$ cat src/psled_cfg.svh
// Constants for the status indicator driver: offsets, field positions,
// reset values and timing counts. Assumes a 20 MHz core clock.
`ifndef PSLED_CFG_SVH
`define PSLED_CFG_SVH

// Register byte offsets on the bus
`define PSLED_OFS_POL       8'h44
`define PSLED_OFS_DRIVE     8'h38
`define PSLED_OFS_MODE      8'h74
`define PSLED_OFS_BEHAV     8'h78
`define PSLED_OFS_STATUS    8'h80
`define PSLED_OFS_PORTID    8'h84

// Field positions
`define PSLED_POL_LO        10
`define PSLED_POL_HI        13
`define PSLED_DRIVE_BIT     9
`define PSLED_TXONLY_BIT    14

// Reset values
`define PSLED_POL_RST       4'h0
`define PSLED_DRIVE_RST     1'b1
`define PSLED_MODE_RST      8'h10
`define PSLED_BEHAV_RST     16'h0000

// Timing: core clock and base periods
`define PSLED_CLK_HZ        20000000
`define PSLED_BLINK_HALF_MS 25
`define PSLED_STRETCH_MS    50
`define PSLED_BLINK_CYC     ((`PSLED_CLK_HZ / 1000) * `PSLED_BLINK_HALF_MS)
`define PSLED_STRETCH_CYC   ((`PSLED_CLK_HZ / 1000) * `PSLED_STRETCH_MS)
`define PSLED_SER_DIV       10

`endif

$ cat src/psled_pkg.sv
// Types shared by the status indicator driver.
// Needs no cfg header: all its numbers are literals.
`default_nettype none
package psled_pkg;
  typedef enum logic [3:0] {
    PSLED_M_LINK_ACT   = 4'h0,
    PSLED_M_L1000      = 4'h1,
    PSLED_M_L100       = 4'h2,
    PSLED_M_L10        = 4'h3,
    PSLED_M_L100_1000  = 4'h4,
    PSLED_M_L10_1000   = 4'h5,
    PSLED_M_L10_100    = 4'h6,
    PSLED_M_RSV7       = 4'h7,
    PSLED_M_DUPLEX     = 4'h8,
    PSLED_M_COLL       = 4'h9,
    PSLED_M_ACT        = 4'ha,
    PSLED_M_RSV11      = 4'hb,
    PSLED_M_ANFAULT    = 4'hc,
    PSLED_M_SERIAL     = 4'hd,
    PSLED_M_OFF        = 4'he,
    PSLED_M_ON         = 4'hf
  } psled_mode_t;

  typedef enum logic [1:0] {
    PSLED_S_IDLE  = 2'b00,
    PSLED_S_LOW   = 2'b01,
    PSLED_S_HIGH  = 2'b10
  } psled_ser_t;
endpackage : psled_pkg
`default_nettype wire

$ cat src/psled_pin.sv
// One indicator lane: turns a raw indicator level, activity and the lane's
// behaviour settings into an asserted/blinking level. Same clock as caller.
`default_nettype none
`include "psled_cfg.svh"
module psled_pin (
  input  wire logic       clk,
  input  wire logic       arst_n,
  input  wire logic       primary,
  input  wire logic       event_in,
  input  wire logic       event_only,
  input  wire logic       combine,
  input  wire logic       blink_en,
  input  wire logic       stretch_sel,
  input  wire logic [1:0] rate,
  input  wire logic       blink_phase_0,
  input  wire logic       blink_phase_1,
  input  wire logic       blink_phase_2,
  input  wire logic       blink_phase_3,
  input  wire logic       tick_50ms,
  output logic            lit
);
  logic [3:0] str_cnt_q;
  logic [3:0] str_len;
  logic       stretched;
  logic       phase;
  logic       shown_evt;

  // Stretch length counts 50 ms ticks: 1, 2, 4 or 8
  assign str_len   = 4'h1 << rate;
  assign stretched = (str_cnt_q != 4'h0);
  assign phase     = (rate == 2'd0) ? blink_phase_0 : (rate == 2'd1) ? blink_phase_1 :
                     (rate == 2'd2) ? blink_phase_2 : blink_phase_3;
  // Events only show when behaviour settings allow it
  assign shown_evt = blink_en & (stretch_sel ? stretched : (event_in & phase));

  // Stretch counter restarts on every event
  always_ff @(posedge clk or negedge arst_n) begin
    if (!arst_n) begin
      str_cnt_q <= 4'h0;
    end else if (event_in) begin
      str_cnt_q <= str_len;
    end else if (stretched && tick_50ms) begin
      str_cnt_q <= str_cnt_q - 4'h1;
    end
  end

  // Link lane shows activity as a blank only when combined
  always_comb begin
    if (event_only) begin
      lit = shown_evt;
    end else if (combine && blink_en) begin
      lit = primary & ~shown_evt;
    end else begin
      lit = primary;
    end
  end
endmodule : psled_pin
`default_nettype wire

$ cat src/psled_top.sv
// Status indicator driver: direct drive of two indicator pins or a
// continuous serial status stream. Registers on AHB-Lite, status inputs
// arrive from the PHY core asynchronously and are synchronised here.
`default_nettype none
`include "psled_cfg.svh"

module psled_top (
  input  wire logic        clk,
  input  wire logic        arst_n,
  input  wire logic        hsel,
  input  wire logic [31:0] haddr,
  input  wire logic [1:0]  htrans,
  input  wire logic        hwrite,
  input  wire logic [2:0]  hsize,
  input  wire logic [31:0] hwdata,
  input  wire logic        hready,
  output logic [31:0]      hrdata,
  output logic             hreadyout,
  output logic             hresp,
  input  wire logic        link_1000,
  input  wire logic        link_100,
  input  wire logic        link_10,
  input  wire logic        full_duplex,
  input  wire logic        collision,
  input  wire logic        tx_activity,
  input  wire logic        rx_activity,
  input  wire logic        an_fault,
  input  wire logic        port_is_zero,
  input  wire logic        reset_blink_req,
  output logic             indicator_pin_a_o,
  output logic             indicator_pin_a_oe,
  output logic             indicator_pin_b_o,
  output logic             indicator_pin_b_oe
);
  // Synchronisers for asynchronous status inputs
  logic [9:0] st_s1_q;
  logic [9:0] st_s2_q;
  logic       rblink_prev_q;
  always_ff @(posedge clk or negedge arst_n) begin
    if (!arst_n) begin
      st_s1_q <= 10'h000;
      st_s2_q <= 10'h000;
    end else begin
      st_s1_q <= {reset_blink_req, port_is_zero, an_fault, rx_activity, tx_activity,
                  collision, full_duplex, link_10, link_100, link_1000};
      st_s2_q <= st_s1_q;
    end
  end
  wire l1000 = st_s2_q[0];
  wire l100  = st_s2_q[1];
  wire l10   = st_s2_q[2];
  wire fdx   = st_s2_q[3];
  wire coll  = st_s2_q[4];
  wire txa   = st_s2_q[5];
  wire rxa   = st_s2_q[6];
  wire anf   = st_s2_q[7];
  wire port0 = st_s2_q[8];
  wire rblnk = st_s2_q[9];

  // Registers
  logic [3:0]  pol_q;
  logic        drive_q;
  logic [7:0]  mode_q;
  logic [15:0] behav_q;

  // AHB-Lite address phase capture; zero wait states
  logic       wr_pend_q;
  logic [7:0] addr_q;
  wire        take = hsel & hready & htrans[1];
  always_ff @(posedge clk or negedge arst_n) begin
    if (!arst_n) begin
      wr_pend_q <= 1'b0;
      addr_q    <= 8'h00;
    end else begin
      wr_pend_q <= take & hwrite;
      addr_q    <= take ? haddr[7:0] : addr_q;
    end
  end

  // Register writes land in the data phase
  always_ff @(posedge clk or negedge arst_n) begin
    if (!arst_n) begin
      pol_q   <= `PSLED_POL_RST;
      drive_q <= `PSLED_DRIVE_RST;
      mode_q  <= `PSLED_MODE_RST;
      behav_q <= `PSLED_BEHAV_RST;
    end else if (wr_pend_q) begin
      case (addr_q)
        `PSLED_OFS_POL:   pol_q   <= hwdata[`PSLED_POL_HI:`PSLED_POL_LO];
        `PSLED_OFS_DRIVE: drive_q <= hwdata[`PSLED_DRIVE_BIT];
        `PSLED_OFS_MODE:  mode_q  <= hwdata[7:0];
        `PSLED_OFS_BEHAV: behav_q <= hwdata[15:0];
        default:          ;
      endcase
    end
  end

  // Read mux decides the next data phase value
  logic [31:0] rd_d;
  logic [31:0] rd_q;
  always_comb begin
    case (haddr[7:0])
      `PSLED_OFS_POL:    rd_d = {18'h00000, pol_q, 10'h000};
      `PSLED_OFS_DRIVE:  rd_d = {22'h000000, drive_q, 9'h000};
      `PSLED_OFS_MODE:   rd_d = {24'h000000, mode_q};
      `PSLED_OFS_BEHAV:  rd_d = {16'h0000, behav_q};
      `PSLED_OFS_STATUS: rd_d = {22'h000000, st_s2_q};
      default:           rd_d = 32'h00000000;
    endcase
  end
  always_ff @(posedge clk or negedge arst_n) begin
    if (!arst_n) begin
      rd_q <= 32'h00000000;
    end else if (take && !hwrite) begin
      rd_q <= rd_d;
    end
  end
  assign hrdata    = rd_q;
  assign hreadyout = 1'b1; // Never stalls: all accesses are single cycle
  assign hresp     = 1'b0;

  // Shared time base: 50 ms tick and four blink phase dividers
  logic [20:0] blk_cnt_q;
  logic [20:0] str_cnt_q;
  logic [3:0]  phase_q;
  wire         blk_tick = (blk_cnt_q == 21'(`PSLED_BLINK_CYC - 1));
  wire         tick_50  = (str_cnt_q == 21'(`PSLED_STRETCH_CYC - 1));
  logic [2:0]  halfs_q;
  always_ff @(posedge clk or negedge arst_n) begin
    if (!arst_n) begin
      blk_cnt_q <= 21'h000000;
      str_cnt_q <= 21'h000000;
      halfs_q   <= 3'h0;
      phase_q   <= 4'h0;
    end else begin
      blk_cnt_q <= blk_tick ? 21'h000000 : blk_cnt_q + 21'h000001;
      str_cnt_q <= tick_50 ? 21'h000000 : str_cnt_q + 21'h000001;
      if (blk_tick) begin
        halfs_q <= halfs_q + 3'h1;
        // 20 Hz half period 25 ms, then 10, 5, 2.5 Hz
        phase_q <= {(halfs_q == 3'h7) ? ~phase_q[3] : phase_q[3],
                    (halfs_q[1:0] == 2'h3) ? ~phase_q[2] : phase_q[2],
                    halfs_q[0] ? ~phase_q[1] : phase_q[1], ~phase_q[0]};
      end
    end
  end

  // Post-reset blink window: one second of 2.5 Hz unless forced modes
  logic [4:0] rb_cnt_q;
  wire        rb_active = (rb_cnt_q != 5'h00);
  always_ff @(posedge clk or negedge arst_n) begin
    if (!arst_n) begin
      rb_cnt_q      <= 5'h00;
      rblink_prev_q <= 1'b0;
    end else begin
      rblink_prev_q <= rblnk;
      if (rblnk && !rblink_prev_q) begin
        rb_cnt_q <= 5'd20;
      end else if (rb_active && tick_50) begin
        rb_cnt_q <= rb_cnt_q - 5'h01;
      end
    end
  end

  // Per mode level and event; status is an argument so continuous callers follow it
  wire [7:0] stat_v = {anf, rxa, txa, coll, fdx, l10, l100, l1000};
  function automatic logic [2:0] psled_decode(input logic [3:0] m, input logic tx_only, input logic [7:0] s);
    logic any_link;
    logic act;
    any_link = s[0] | s[1] | s[2];
    act      = s[5] | s[6];
    case (psled_pkg::psled_mode_t'(m))
      psled_pkg::PSLED_M_LINK_ACT:  psled_decode = {any_link, any_link & act, 1'b0};
      psled_pkg::PSLED_M_L1000:     psled_decode = {s[0], s[0] & act, 1'b0};
      psled_pkg::PSLED_M_L100:      psled_decode = {s[1], s[1] & act, 1'b0};
      psled_pkg::PSLED_M_L10:       psled_decode = {s[2], s[2] & act, 1'b0};
      psled_pkg::PSLED_M_L100_1000: psled_decode = {s[1] | s[0], (s[1] | s[0]) & act, 1'b0};
      psled_pkg::PSLED_M_L10_1000:  psled_decode = {s[2] | s[0], (s[2] | s[0]) & act, 1'b0};
      psled_pkg::PSLED_M_L10_100:   psled_decode = {s[2] | s[1], (s[2] | s[1]) & act, 1'b0};
      psled_pkg::PSLED_M_DUPLEX:    psled_decode = {any_link & s[3], any_link & ~s[3] & s[4], 1'b0};
      psled_pkg::PSLED_M_COLL:      psled_decode = {1'b0, s[4], 1'b1};
      psled_pkg::PSLED_M_ACT:       psled_decode = {1'b0, tx_only ? s[5] : act, 1'b1};
      psled_pkg::PSLED_M_ANFAULT:   psled_decode = {s[7], 1'b0, 1'b0};
      psled_pkg::PSLED_M_ON:        psled_decode = 3'b100;
      default:                      psled_decode = 3'b000;
    endcase
  endfunction : psled_decode

  // Behaviour layout per pin byte: [0] combine, [1] blink en, [2] stretch, [4:3] rate
  wire [3:0] mode_a  = mode_q[3:0];
  wire [3:0] mode_b  = mode_q[7:4];
  wire       tx_only = behav_q[`PSLED_TXONLY_BIT];
  wire       ser_en  = (mode_a == 4'hd) & port0;

  // Direct lanes and serial lanes share the lane module
  logic [1:0]  dir_lit;
  logic [11:0] ser_lit;
  genvar gi;
  generate
    for (gi = 0; gi < 14; gi++) begin : g_lane
      logic [2:0] dec;
      logic [7:0] bh;
      if (gi < 2) begin : g_dir
        assign dec = psled_decode(gi == 0 ? mode_a : mode_b, tx_only, stat_v);
        assign bh  = behav_q[gi*8 +: 8];
      end else begin : g_ser
        // Stream slot order: link modes, duplex, collision, activity, tx, rx, fault
        localparam logic [3:0] SLOT_MODE [12] = '{4'h0, 4'h1, 4'h2, 4'h3, 4'h7, 4'h8,
                                                 4'h9, 4'ha, 4'hb, 4'ha, 4'ha, 4'hc};
        wire [2:0] base = psled_decode(SLOT_MODE[gi-2], gi == 11, stat_v);
        assign dec = (gi == 12) ? {1'b0, rxa, 1'b1} : base;
        assign bh  = behav_q[7:0];
      end
      logic lit;
      psled_pin u_pin (
        .clk           (clk),
        .arst_n        (arst_n),
        .primary       (dec[2]),
        .event_in      (dec[1]),
        .event_only    (dec[0]),
        .combine       (bh[0]),
        .blink_en      (bh[1]),
        .stretch_sel   (bh[2]),
        .rate          (bh[4:3]),
        .blink_phase_0 (phase_q[3]),
        .blink_phase_1 (phase_q[2]),
        .blink_phase_2 (phase_q[1]),
        .blink_phase_3 (phase_q[0]),
        .tick_50ms     (tick_50),
        .lit           (lit)
      );
      if (gi < 2) begin : g_do
        assign dir_lit[gi] = lit;
      end else begin : g_so
        assign ser_lit[gi-2] = lit;
      end
    end
  endgenerate

  // Forced modes suppress the post-reset blink
  wire [1:0] forced = {mode_b[3:1] == 3'h7, mode_a[3:1] == 3'h7};
  wire [1:0] lit_f  = {(rb_active & ~forced[1]) ? phase_q[3] : dir_lit[1],
                       (rb_active & ~forced[0]) ? phase_q[3] : dir_lit[0]};

  // Serial engine: clock low half, then high half, per bit
  psled_pkg::psled_ser_t st_q;
  logic [3:0]  div_q;
  logic [3:0]  bit_q;
  logic [11:0] shf_q;
  logic        sclk_q;
  logic        sdat_q;
  wire         div_end = (div_q == 4'(`PSLED_SER_DIV - 1));
  always_ff @(posedge clk or negedge arst_n) begin
    if (!arst_n) begin
      st_q   <= psled_pkg::PSLED_S_IDLE;
      div_q  <= 4'h0;
      bit_q  <= 4'h0;
      shf_q  <= 12'h000;
      sclk_q <= 1'b0;
      sdat_q <= 1'b0;
    end else begin
      div_q <= (div_end || st_q == psled_pkg::PSLED_S_IDLE) ? 4'h0 : div_q + 4'h1;
      case (st_q)
        psled_pkg::PSLED_S_IDLE: begin
          sclk_q <= 1'b0;
          if (ser_en) begin
            st_q  <= psled_pkg::PSLED_S_LOW;
            shf_q <= ser_lit;
            bit_q <= 4'h0;
          end
        end
        psled_pkg::PSLED_S_LOW: begin
          sclk_q <= 1'b0;
          sdat_q <= shf_q[0];
          if (div_end) begin
            st_q <= psled_pkg::PSLED_S_HIGH;
          end
        end
        psled_pkg::PSLED_S_HIGH: begin
          sclk_q <= 1'b1;
          if (div_end) begin
            shf_q <= (bit_q == 4'd11) ? ser_lit : {1'b0, shf_q[11:1]};
            bit_q <= (bit_q == 4'd11) ? 4'h0 : bit_q + 4'h1;
            st_q  <= ser_en ? psled_pkg::PSLED_S_LOW : psled_pkg::PSLED_S_IDLE;
          end
        end
        default: st_q <= psled_pkg::PSLED_S_IDLE;
      endcase
    end
  end

  // Pin drivers: polarity, drive style, serial takeover
  logic a_o_q, a_oe_q, b_o_q, b_oe_q;
  wire  a_lvl = lit_f[0] ~^ pol_q[0];
  wire  b_lvl = lit_f[1] ~^ pol_q[1];
  always_ff @(posedge clk or negedge arst_n) begin
    if (!arst_n) begin
      a_o_q  <= 1'b0;
      a_oe_q <= 1'b0;
      b_o_q  <= 1'b0;
      b_oe_q <= 1'b0;
    end else if (ser_en) begin
      a_o_q  <= sdat_q;
      a_oe_q <= 1'b1;
      b_o_q  <= sclk_q;
      b_oe_q <= 1'b1;
    end else begin
      a_o_q  <= a_lvl;
      a_oe_q <= ~a_lvl | ~drive_q;
      b_o_q  <= b_lvl;
      b_oe_q <= ~b_lvl | ~drive_q;
    end
  end
  assign indicator_pin_a_o  = a_o_q;
  assign indicator_pin_a_oe = a_oe_q;
  assign indicator_pin_b_o  = b_o_q;
  assign indicator_pin_b_oe = b_oe_q;

  // Checks
  AST_FORCE_ON: assert property (@(posedge clk) disable iff (!arst_n)
    (mode_a == 4'hf && !ser_en && !rb_active && pol_q[0] == 1'b0) [*2] |=> (indicator_pin_a_o == 1'b0))
    else $error("forced-on pin A not asserted");
  AST_FLOAT: assert property (@(posedge clk) disable iff (!arst_n)
    (drive_q && !ser_en && a_lvl) |=> !indicator_pin_a_oe)
    else $error("inactive pin A driven in float mode");
  AST_SER_OE: assert property (@(posedge clk) disable iff (!arst_n)
    ser_en |=> (indicator_pin_a_oe && indicator_pin_b_oe))
    else $error("serial pins not driven");
  AST_SER_EN: assert property (@(posedge clk) disable iff (!arst_n)
    (st_q == psled_pkg::PSLED_S_IDLE && ser_en) |=> (st_q == psled_pkg::PSLED_S_LOW))
    else $error("serial engine did not start");
  AST_DATA_STABLE: assert property (@(posedge clk) disable iff (!arst_n)
    (st_q == psled_pkg::PSLED_S_HIGH) |=> $stable(sdat_q))
    else $error("serial data moved while clock high");
  AST_FRAME_WRAP: assert property (@(posedge clk) disable iff (!arst_n)
    (st_q == psled_pkg::PSLED_S_HIGH && div_end && bit_q == 4'd11) |=> (bit_q == 4'h0))
    else $error("frame did not wrap after twelve bits");
  AST_PORT_ONLY: assert property (@(posedge clk) disable iff (!arst_n)
    !port0 |=> (indicator_pin_a_o == $past(a_lvl)))
    else $error("serial data on pin A of a non-zero port");
  AST_POL: assert property (@(posedge clk) disable iff (!arst_n)
    (!ser_en && $stable(a_lvl)) |=> (indicator_pin_a_o == $past(a_lvl)))
    else $error("pin A level mismatch");
endmodule : psled_top
`default_nettype wire

$ cat config.mk
export PLATFORM = sky130hd
export DESIGN_NAME = psled_top
export DESIGN_NICKNAME = d
export VERILOG_FILES = /design/src/psled_pkg.sv /design/src/psled_pin.sv /design/src/psled_top.sv
export VERILOG_INCLUDE_DIRS = /design/src /design/src/src
export SDC_FILE = /design/constraint.sdc
export NUM_CORES = 1
export LEC_CHECK = 0
export ABC_AREA = 1
export BUFFER_PORTS_ARGS = -buffer_cell sky130_fd_sc_hd__buf_2
export CAP_MARGIN = 20
export CORE_MARGIN = 4
export CORE_UTILIZATION = 56
export CTS_BUF_LIST = sky130_fd_sc_hd__clkbuf_4 sky130_fd_sc_hd__clkbuf_8
export CTS_CLUSTER_SIZE = 12
export DETAILED_ROUTE_END_ITERATION = 7
export MAX_ROUTING_LAYER = met4
export PLACE_DENSITY_LB_ADDON = 0.25
export SYNTH_ARGS = -nofsm -noshare
export SYNTH_HDL_FRONTEND = slang
export SYNTH_HIERARCHICAL = 1
export SYNTH_SLANG_ARGS = --single-unit
$ cat constraint.sdc
create_clock -name clk -period 2.3 [get_ports clk]
set_input_delay 0.46 -clock clk [delete_from_list [all_inputs] [get_ports clk]]
set_output_delay 0.46 -clock clk [all_outputs]
set_load 0.01 [all_outputs]
# After elaboration in Yosys (flattened, before gate mapping)
# Cells that the tools add are included.
# word_totals
input_bits,84
ff_bits,221
word_cells,324
output_inout_bits,38
# op_classes
add_sub_neg,18
eq_ne,49
n_reduce_logical,62
muxes,79
n_shift,2
bitwise_logic,74
# op_table
operator,count
two-way mux 4 bit,26
one-hot mux 16 bit (5 select lines),1
one-hot mux 3 bit (12 select lines),2
equality test 4 bit (second input constant),13
equality test 8 x 7 -> 1 bit (second input constant),6
nonzero test 4 bit,12
subtractor 4 x 1 -> 4 bit (second input constant),12
AND 1 bit,47
adder 21 x 1 -> 21 bit (second input constant),2
two-way mux 21 bit,2
two-way mux 1 bit,36
two-way mux 12 bit,3
nonzero test 2 bit,14
equality test 4 x 3 -> 1 bit (second input constant),6
one-hot mux 12 bit (2 select lines),1
equality test 21 x 19 -> 1 bit (second input constant),1
equality test 21 x 20 -> 1 bit (second input constant),1
NOT 1 bit,18
logical AND 1 bit,17
equality test 4 x 2 -> 1 bit (second input constant),4
equality test 8 x 6 -> 1 bit (second input constant),2
AND reduction 2 bit,7
two-way mux 5 bit,2
equality test 3 bit (second input constant),3
other kinds (22),46

# Logic depth before layout (Yosys ltp)
# depth
ltp_word,17
mapped_depth,20

# By module
# The synthesis kept the hierarchy.
# by_module_without_submodules
module,seq_area_each_um2,area_each_um2,instances,cells_each
psled_top,3931.3,7933.9,1,1012
psled_pin,100.1,356.6,14,56

# Worst setup path after synthesis
# Ideal clock, no wire load.
# synth_timing
path_kind,register to register
startpoint,register behav_q[3]
endpoint,register a_oe_q (netlist: indicator_pin_a_oe)
period_less_slack_ps,2485
setup_slack_ps,-185
required_ps,2174
path_stages_with_launch,14
arrival_ps,2360
n_path_buf,0
cell_sequence,dfrtp_1 inv_1 nand3_2 nand2_1 o21ai_1 nand2_1 nand3_2 nand2_1 nand2_1 inv_1 nand2_1 nand3_1 nand2_1 nand3_1
# synth_between
elab_chain_len,16
# synth_rtl
element,line,rtl
start: declaration,psled_top.sv:64,logic [15:0] behav_q;
start signal: assignment,psled_top.sv:86,behav_q <= `PSLED_BEHAV_RST;
start signal: assignment,psled_top.sv:92,`PSLED_OFS_BEHAV: behav_q <= hwdata[15:0];
equality test 2 bit,psled_pin.sv:32,(rate == 2'd2) ? blink_phase_2 : blink_phase_3;
two-way mux 1 bit,psled_pin.sv:32,
two-way mux 1 bit,psled_pin.sv:31,assign phase = (rate == 2'd0) ? blink_phase_0 : (rate == 2'd1) ? blink_phase_1 :
two-way mux 1 bit (*),psled_pin.sv:31,
AND 1 bit (*),psled_pin.sv:34,assign shown_evt = blink_en & (stretch_sel ? stretched : (event_in & phase));
two-way mux 1 bit (*),psled_pin.sv:34,
AND 1 bit (*),psled_pin.sv:34,
NOT 1 bit,psled_pin.sv:52,lit = primary & ~shown_evt;
AND 1 bit,psled_pin.sv:52,
two-way mux 1 bit,psled_pin.sv:51,end else if (combine && blink_en) begin
two-way mux 1 bit (*),psled_pin.sv:49,if (event_only) begin
net g_lane[0].lit,psled_top.sv:214,logic lit;
two-way mux 1 bit (*),psled_top.sv:243,(rb_active & ~forced[0]) ? phase_q[3] : dir_lit[0]};
XNOR 1 bit (*),psled_top.sv:294,wire a_lvl = lit_f[0] ~^ pol_q[0];
NOT 1 bit (*),psled_top.sv:309,a_oe_q <= ~a_lvl | ~drive_q;
OR 1 bit (*),psled_top.sv:309,
two-way mux 1 bit (*),psled_top.sv:302,end else if (ser_en) begin
end signal: assignment,psled_top.sv:309,
end: declaration,psled_top.sv:293,"logic a_o_q, a_oe_q, b_o_q, b_oe_q;"
# Mark *: on every way through the listed nets, which the timed path passes. The rest lies on a longest branch.
# A chain may end at the register's enable or synchronous reset.

# Worst setup path after layout
# layout_timing
startpoint,register mode_q[5]
endpoint,register b_o_q (netlist: indicator_pin_b_o)
# layout_between
elab_chain_len,12
# layout_rtl
element,line,rtl
start: declaration,psled_top.sv:63,logic [7:0] mode_q;
start signal: assignment,psled_top.sv:85,mode_q <= `PSLED_MODE_RST;
start signal: assignment,psled_top.sv:91,`PSLED_OFS_MODE: mode_q <= hwdata[7:0];
"equality test 4 bit, or another cell as far along",psled_top.sv:172,case (psled_pkg::psled_mode_t'(m))
one-hot mux 3 bit (12 select lines) (*),psled_top.sv:172,
net g_lane[1].dec[1],psled_top.sv:201,logic [2:0] dec;
AND 1 bit (*),psled_pin.sv:34,
two-way mux 1 bit (*),psled_pin.sv:34,
AND 1 bit (*),psled_pin.sv:34,
NOT 1 bit,psled_pin.sv:52,
AND 1 bit,psled_pin.sv:52,
two-way mux 1 bit,psled_pin.sv:51,
two-way mux 1 bit (*),psled_pin.sv:49,
net g_lane[1].lit,psled_top.sv:214,
two-way mux 1 bit (*),psled_top.sv:242,"wire [1:0] lit_f = {(rb_active & ~forced[1]) ? phase_q[3] : dir_lit[1],"
XNOR 1 bit (*),psled_top.sv:295,wire b_lvl = lit_f[1] ~^ pol_q[1];
two-way mux 1 bit (*),psled_top.sv:302,
end signal: assignment,psled_top.sv:305,b_o_q <= sclk_q;
end signal: assignment,psled_top.sv:310,b_o_q <= b_lvl;
end: declaration,psled_top.sv:293,
# Marks and branches as above.

==> metrics.md <==
| Metric | Value |
|---|---|
| Status | `finished, final reports clean` |
| Met1 Track Usage GR | `31.4%` |
| Synth warn | `6` |
| Crit path DAT | `2.51 ns` |
| Fmax | `477 MHz` |
| CP delay by family, top | `simple AND/OR/NAND/NOR gates` |
| Design area | `0.0147 sq mm` |
| Maximum vdd drop | `0.593 mV` |
| Placed Area | `0.0138 sq mm` |
| Hold Startpoint | `an_fault` |
| Endpoint class of the critical path | `flip-flop` |
| Crit start category | `flip-flop` |
| Logic gate share of total power | `15.4%` |
| WL per Instance | `13.3 microns` |
| Worst R2R Setup Slack | `0.20 ns` |
| Pint | `7000 uW` |
| Via count | `11657` |
| Die W | `160 microns` |
| Crit Path Max Fanout | `8` |
| Max Cap Viol | `0` |
| Critical path class | `reg2reg` |
| Worst Tran Pin Value | `0.637 ns` |
| Global Route met2 Usage | `40.3%` |
| Number of flops mapped to enable cells by yosys | `0` |
| Clock skew | `0.0242 ns` |
| R2R cell count | `18` |
| CP Cell Sequence | `nor2_1 > inv_1 > nor2_1 > nand2_1 > nand2_1 > nor2_1 > nand3b_1 > o21ai_1 > nand2_1 > nand3_2 > nand2_1 > nand2_1 > inv_1 > nand2_1 > nand3_1 > nand2_1 > nand2_1 > nand2_1` |
| DIE HEIGHT | `160 microns` |
| Ant. Diodes | `0` |
| TritonCTS buffer count | `39` |
| Power share of the clock group | `41.1%` |
| Min cycle time layout | `2.10 ns` |
| Post-DP HPWL | `21300 microns` |
| Hold Path Class | `in2reg` |
| Async set or reset register ratio after synthesis | `100%` |
| Ports | `122` |
| Initial antenna violation count | `0` |
| Critical path required time | `2.71 ns` |
| DP Worst Slack | `0.188 ns` |
| Post-Syn Area per Cell | `7.20 sq um` |
| Slew headroom | `57.4%` |
| Hold EP | `st_s1_q[7]` |
| CTS tree | `done` |
| Synth Flop Type | `dfrtp_1` |
| Total core area | `0.0226 sq mm` |
| Fillers | `1962` |
| Gpl congestion | `0.902` |
| Reg-to-Reg End | `indicator_pin_b_o` |
| Synth top area share | `40.8%` |
| Clock Latency Late Sink | `0.54 ns` |
| Worst Slack Setup Final | `0.204 ns` |
| Max incr delay on CP | `0.46 ns` |
| Routed Antenna Nets | `0` |
| PortBufs | `59` |
| Starting DRT DRC Count | `719` |
| Synth cell types | `42` |
| Share of layout cells above drive strength 1 | `18.3%` |
| Worst path bufs/invs | `2` |
| Setup TNS | `0 ns` |
| Drt drc | `0` |
| CTS clock-pin slew for the worst setup and hold paths | `0.06 ns` |
| Critical path's slowest cell | `dfrtp_1` |
| DR pass1 iterations | `5` |
| Switch Pwr | `2770 uW` |
| Most instantiated library cell after synthesis | `nand2_1` |
| Sequential power share | `43.5%` |
| Pleak | `0.00804 uW` |
| Routing usage on met3 | `3.64%` |
| Cell taking the most area after synthesis | `dfrtp_1` |
| Post-Syn Area | `0.0129 sq mm` |
| Num Clock Sinks | `213` |
| Layout Utilization | `64.9%` |
| Std-Cell Rows | `55` |
| Setup Viol. Count Final | `0` |
| Largest cells by area after synthesis | `dfrtp_1 41%, nand2_1 13%, nand3_1 7.0%` |
| Critical Path Most Common Cell | `nand2_1` |
| PwrDens | `664 mW/mm^2` |
| Post-synthesis sequential area ratio | `41.3%` |
| Final #Nets | `2053` |
| Die Area | `0.0256 sq mm` |
| Total Routed Length | `30000 microns` |
| Mapped Cells | `1796` |
| Largest net degree at the start of global routing | `72` |
| Initial Utilization | `57.1%` |
| Post-CTS Setup Inserts | `0` |
| Root cell of the clock tree | `clkbuf_8` |
| RSZ-0062 raised after global routing | `false` |
| Drt via density | `5.16` |
| Busiest layer in global routing | `met2` |
| Final hold vios | `0` |
| Final period util | `91.1%` |
| Launch point of the worst reg-to-reg path | `mode_q[5]` |
| Net Sw Frac | `28.3%` |
| First-pass GRT wire length | `51900 microns` |
| H-tree levels | `2` |
| Flip-flop and latch count after synthesis | `213` |
| Slew Viols, Final | `0` |
| Layout area overhead | `13.7%` |
| Most frequent cells after synthesis | `454 x nand2_1, 211 x dfrtp_1, 208 x inv_1` |
| Gr usage total | `24.5%` |
| Number of global-route vias before repair | `11316` |
| Max Root-Sink Buffers | `3` |
| Grt total ovfl | `0` |
| Hold path depth | `1` |
## metrics by stage
stage,power (uW),std cells,hold WS [ns]
floorplan,5390,1845,0.164
global placement,5730,2189,0.334
detailed placement,5800,2189,0.336
CTS,9860,2260,0.0110
global route,10300,2260,0.00679
finish,9770,2260,0.0320
## cell usage in the layout (no fill, tap or decap), types with 8 or more instances in the layout
cell type | netlist | final
nand2_2 | 20 | 20
ha_1 | 23 | 23
xnor2_1 | 8 | 8
nor2_1 | 164 | 163
nor2_2 | 21 | 22
clkbuf_4 | 0 | 8
clkbuf_8 | 14 | 52
inv_2 | 87 | 88
xor2_1 | 18 | 18
inv_1 | 208 | 207
o21ai_0 | 137 | 136
conb_1 | 2 | 51
nand3_2 | 30 | 30
nand4_1 | 17 | 17
o22ai_1 | 14 | 14
buf_4 | 20 | 46
nand2_1 | 454 | 454
dfrtp_1 | 211 | 208
nor3_1 | 33 | 33
clkinv_2 | 1 | 8
o21ai_1 | 65 | 66
buf_2 | 6 | 58
a21oi_1 | 10 | 10
o211ai_1 | 15 | 15
nand3_1 | 180 | 180
## how the worst max path moves through the flow
stage,end,slack (ns),depth (start not counted),start
after global placement,indicator_pin_b_o,0.11,17,mode_q[4]
final,indicator_pin_b_o,0.20,18,mode_q[5]
after global routing,indicator_pin_b_o,0.01,18,mode_q[5]
after CTS,indicator_pin_b_o,0.15,17,mode_q[4]
after detailed placement,indicator_pin_b_o,0.19,17,mode_q[4]
after floorplan,indicator_pin_b_o,0.29,20,mode_q[6]
## power groups by stage
| stage | registers [uW] | clock network [uW] | logic, uW |
|---|---|---|---|
| floorplan | 4280 | 0 | 1100 |
| global placement | 4300 | 0 | 1430 |
| detailed placement | 4310 | 0 | 1490 |
| CTS | 4250 | 4110 | 1510 |
| global route | 4280 | 4290 | 1760 |
| finish | 4250 | 4020 | 1500 |
## cell families (layout without fill, tap and decap cells)
kind of cell               after synthesis  in the layout  synth area share (%)
AOI/OAI and AO/OA                      253            253                  10.5
xor gates and xnor gates                26             26                  1.76
adders and majority gates               23             23                  2.23
buffers and inverters                  349            479                  12.0
DFF                                    213            213                  41.3
muxes                                    1              1                0.0871
other                                    2             51                0.0581
and+or+nand+nor                        929            929                  32.1
## flip-flops by register name (all words and copies together), names as in the netlist, 2 cells and up
register / flops
addr_q: 8
st_q: 2
st_s2_q: 10
st_s1_q: 10
blk_cnt_q: 21
pol_q: 4
hrdata: 16
g_lane.u_pin/str_cnt_q: 56
rb_cnt_q: 5
halfs_q: 3
bit_q: 4
phase_q: 4
str_cnt_q: 21
shf_q: 12
div_q: 4
behav_q: 16
mode_q: 8
## final cells by class
cell class / instances / area, sq um / share of cell area, %
well taps: 285 / 357 / 2.43
clock inverters: 10 / 106 / 0.724
clock buffers: 60 / 776 / 5.28
inverters: 297 / 1120 / 7.59
multi-input cells: 1283 / 6230 / 42.4
flip-flops and latches: 213 / 5340 / 36.3
repair buffers: 112 / 781 / 5.31
## per-layer routing
layer | part of all wire [%] | vias to the layer above
met5 | 0 | -
met4 | 3.2 | 0
met3 | 5.1 | 78
met2 | 47 | 271
met1 | 45 | 5348
li1 | - | 5960
## what timing repair did
action                                  in CTS  in global routing
endpoints found under the hold margin       62                  0
hold buffers                                 1                  0
endpoints found under the setup margin       0                  2
resized for setup                            0                  4
## worst register-to-register path: cells and delay by family (launching register included)
family | cells | cell delay (ns)
AO/OA/AOI/OAI | 1 | 0.08
AND/OR/NAND/NOR | 15 | 1.28
flip-flops | 1 | 0.46
buffers and inverters | 2 | 0.16
Note: power is estimated with default switching activity, not from simulation.
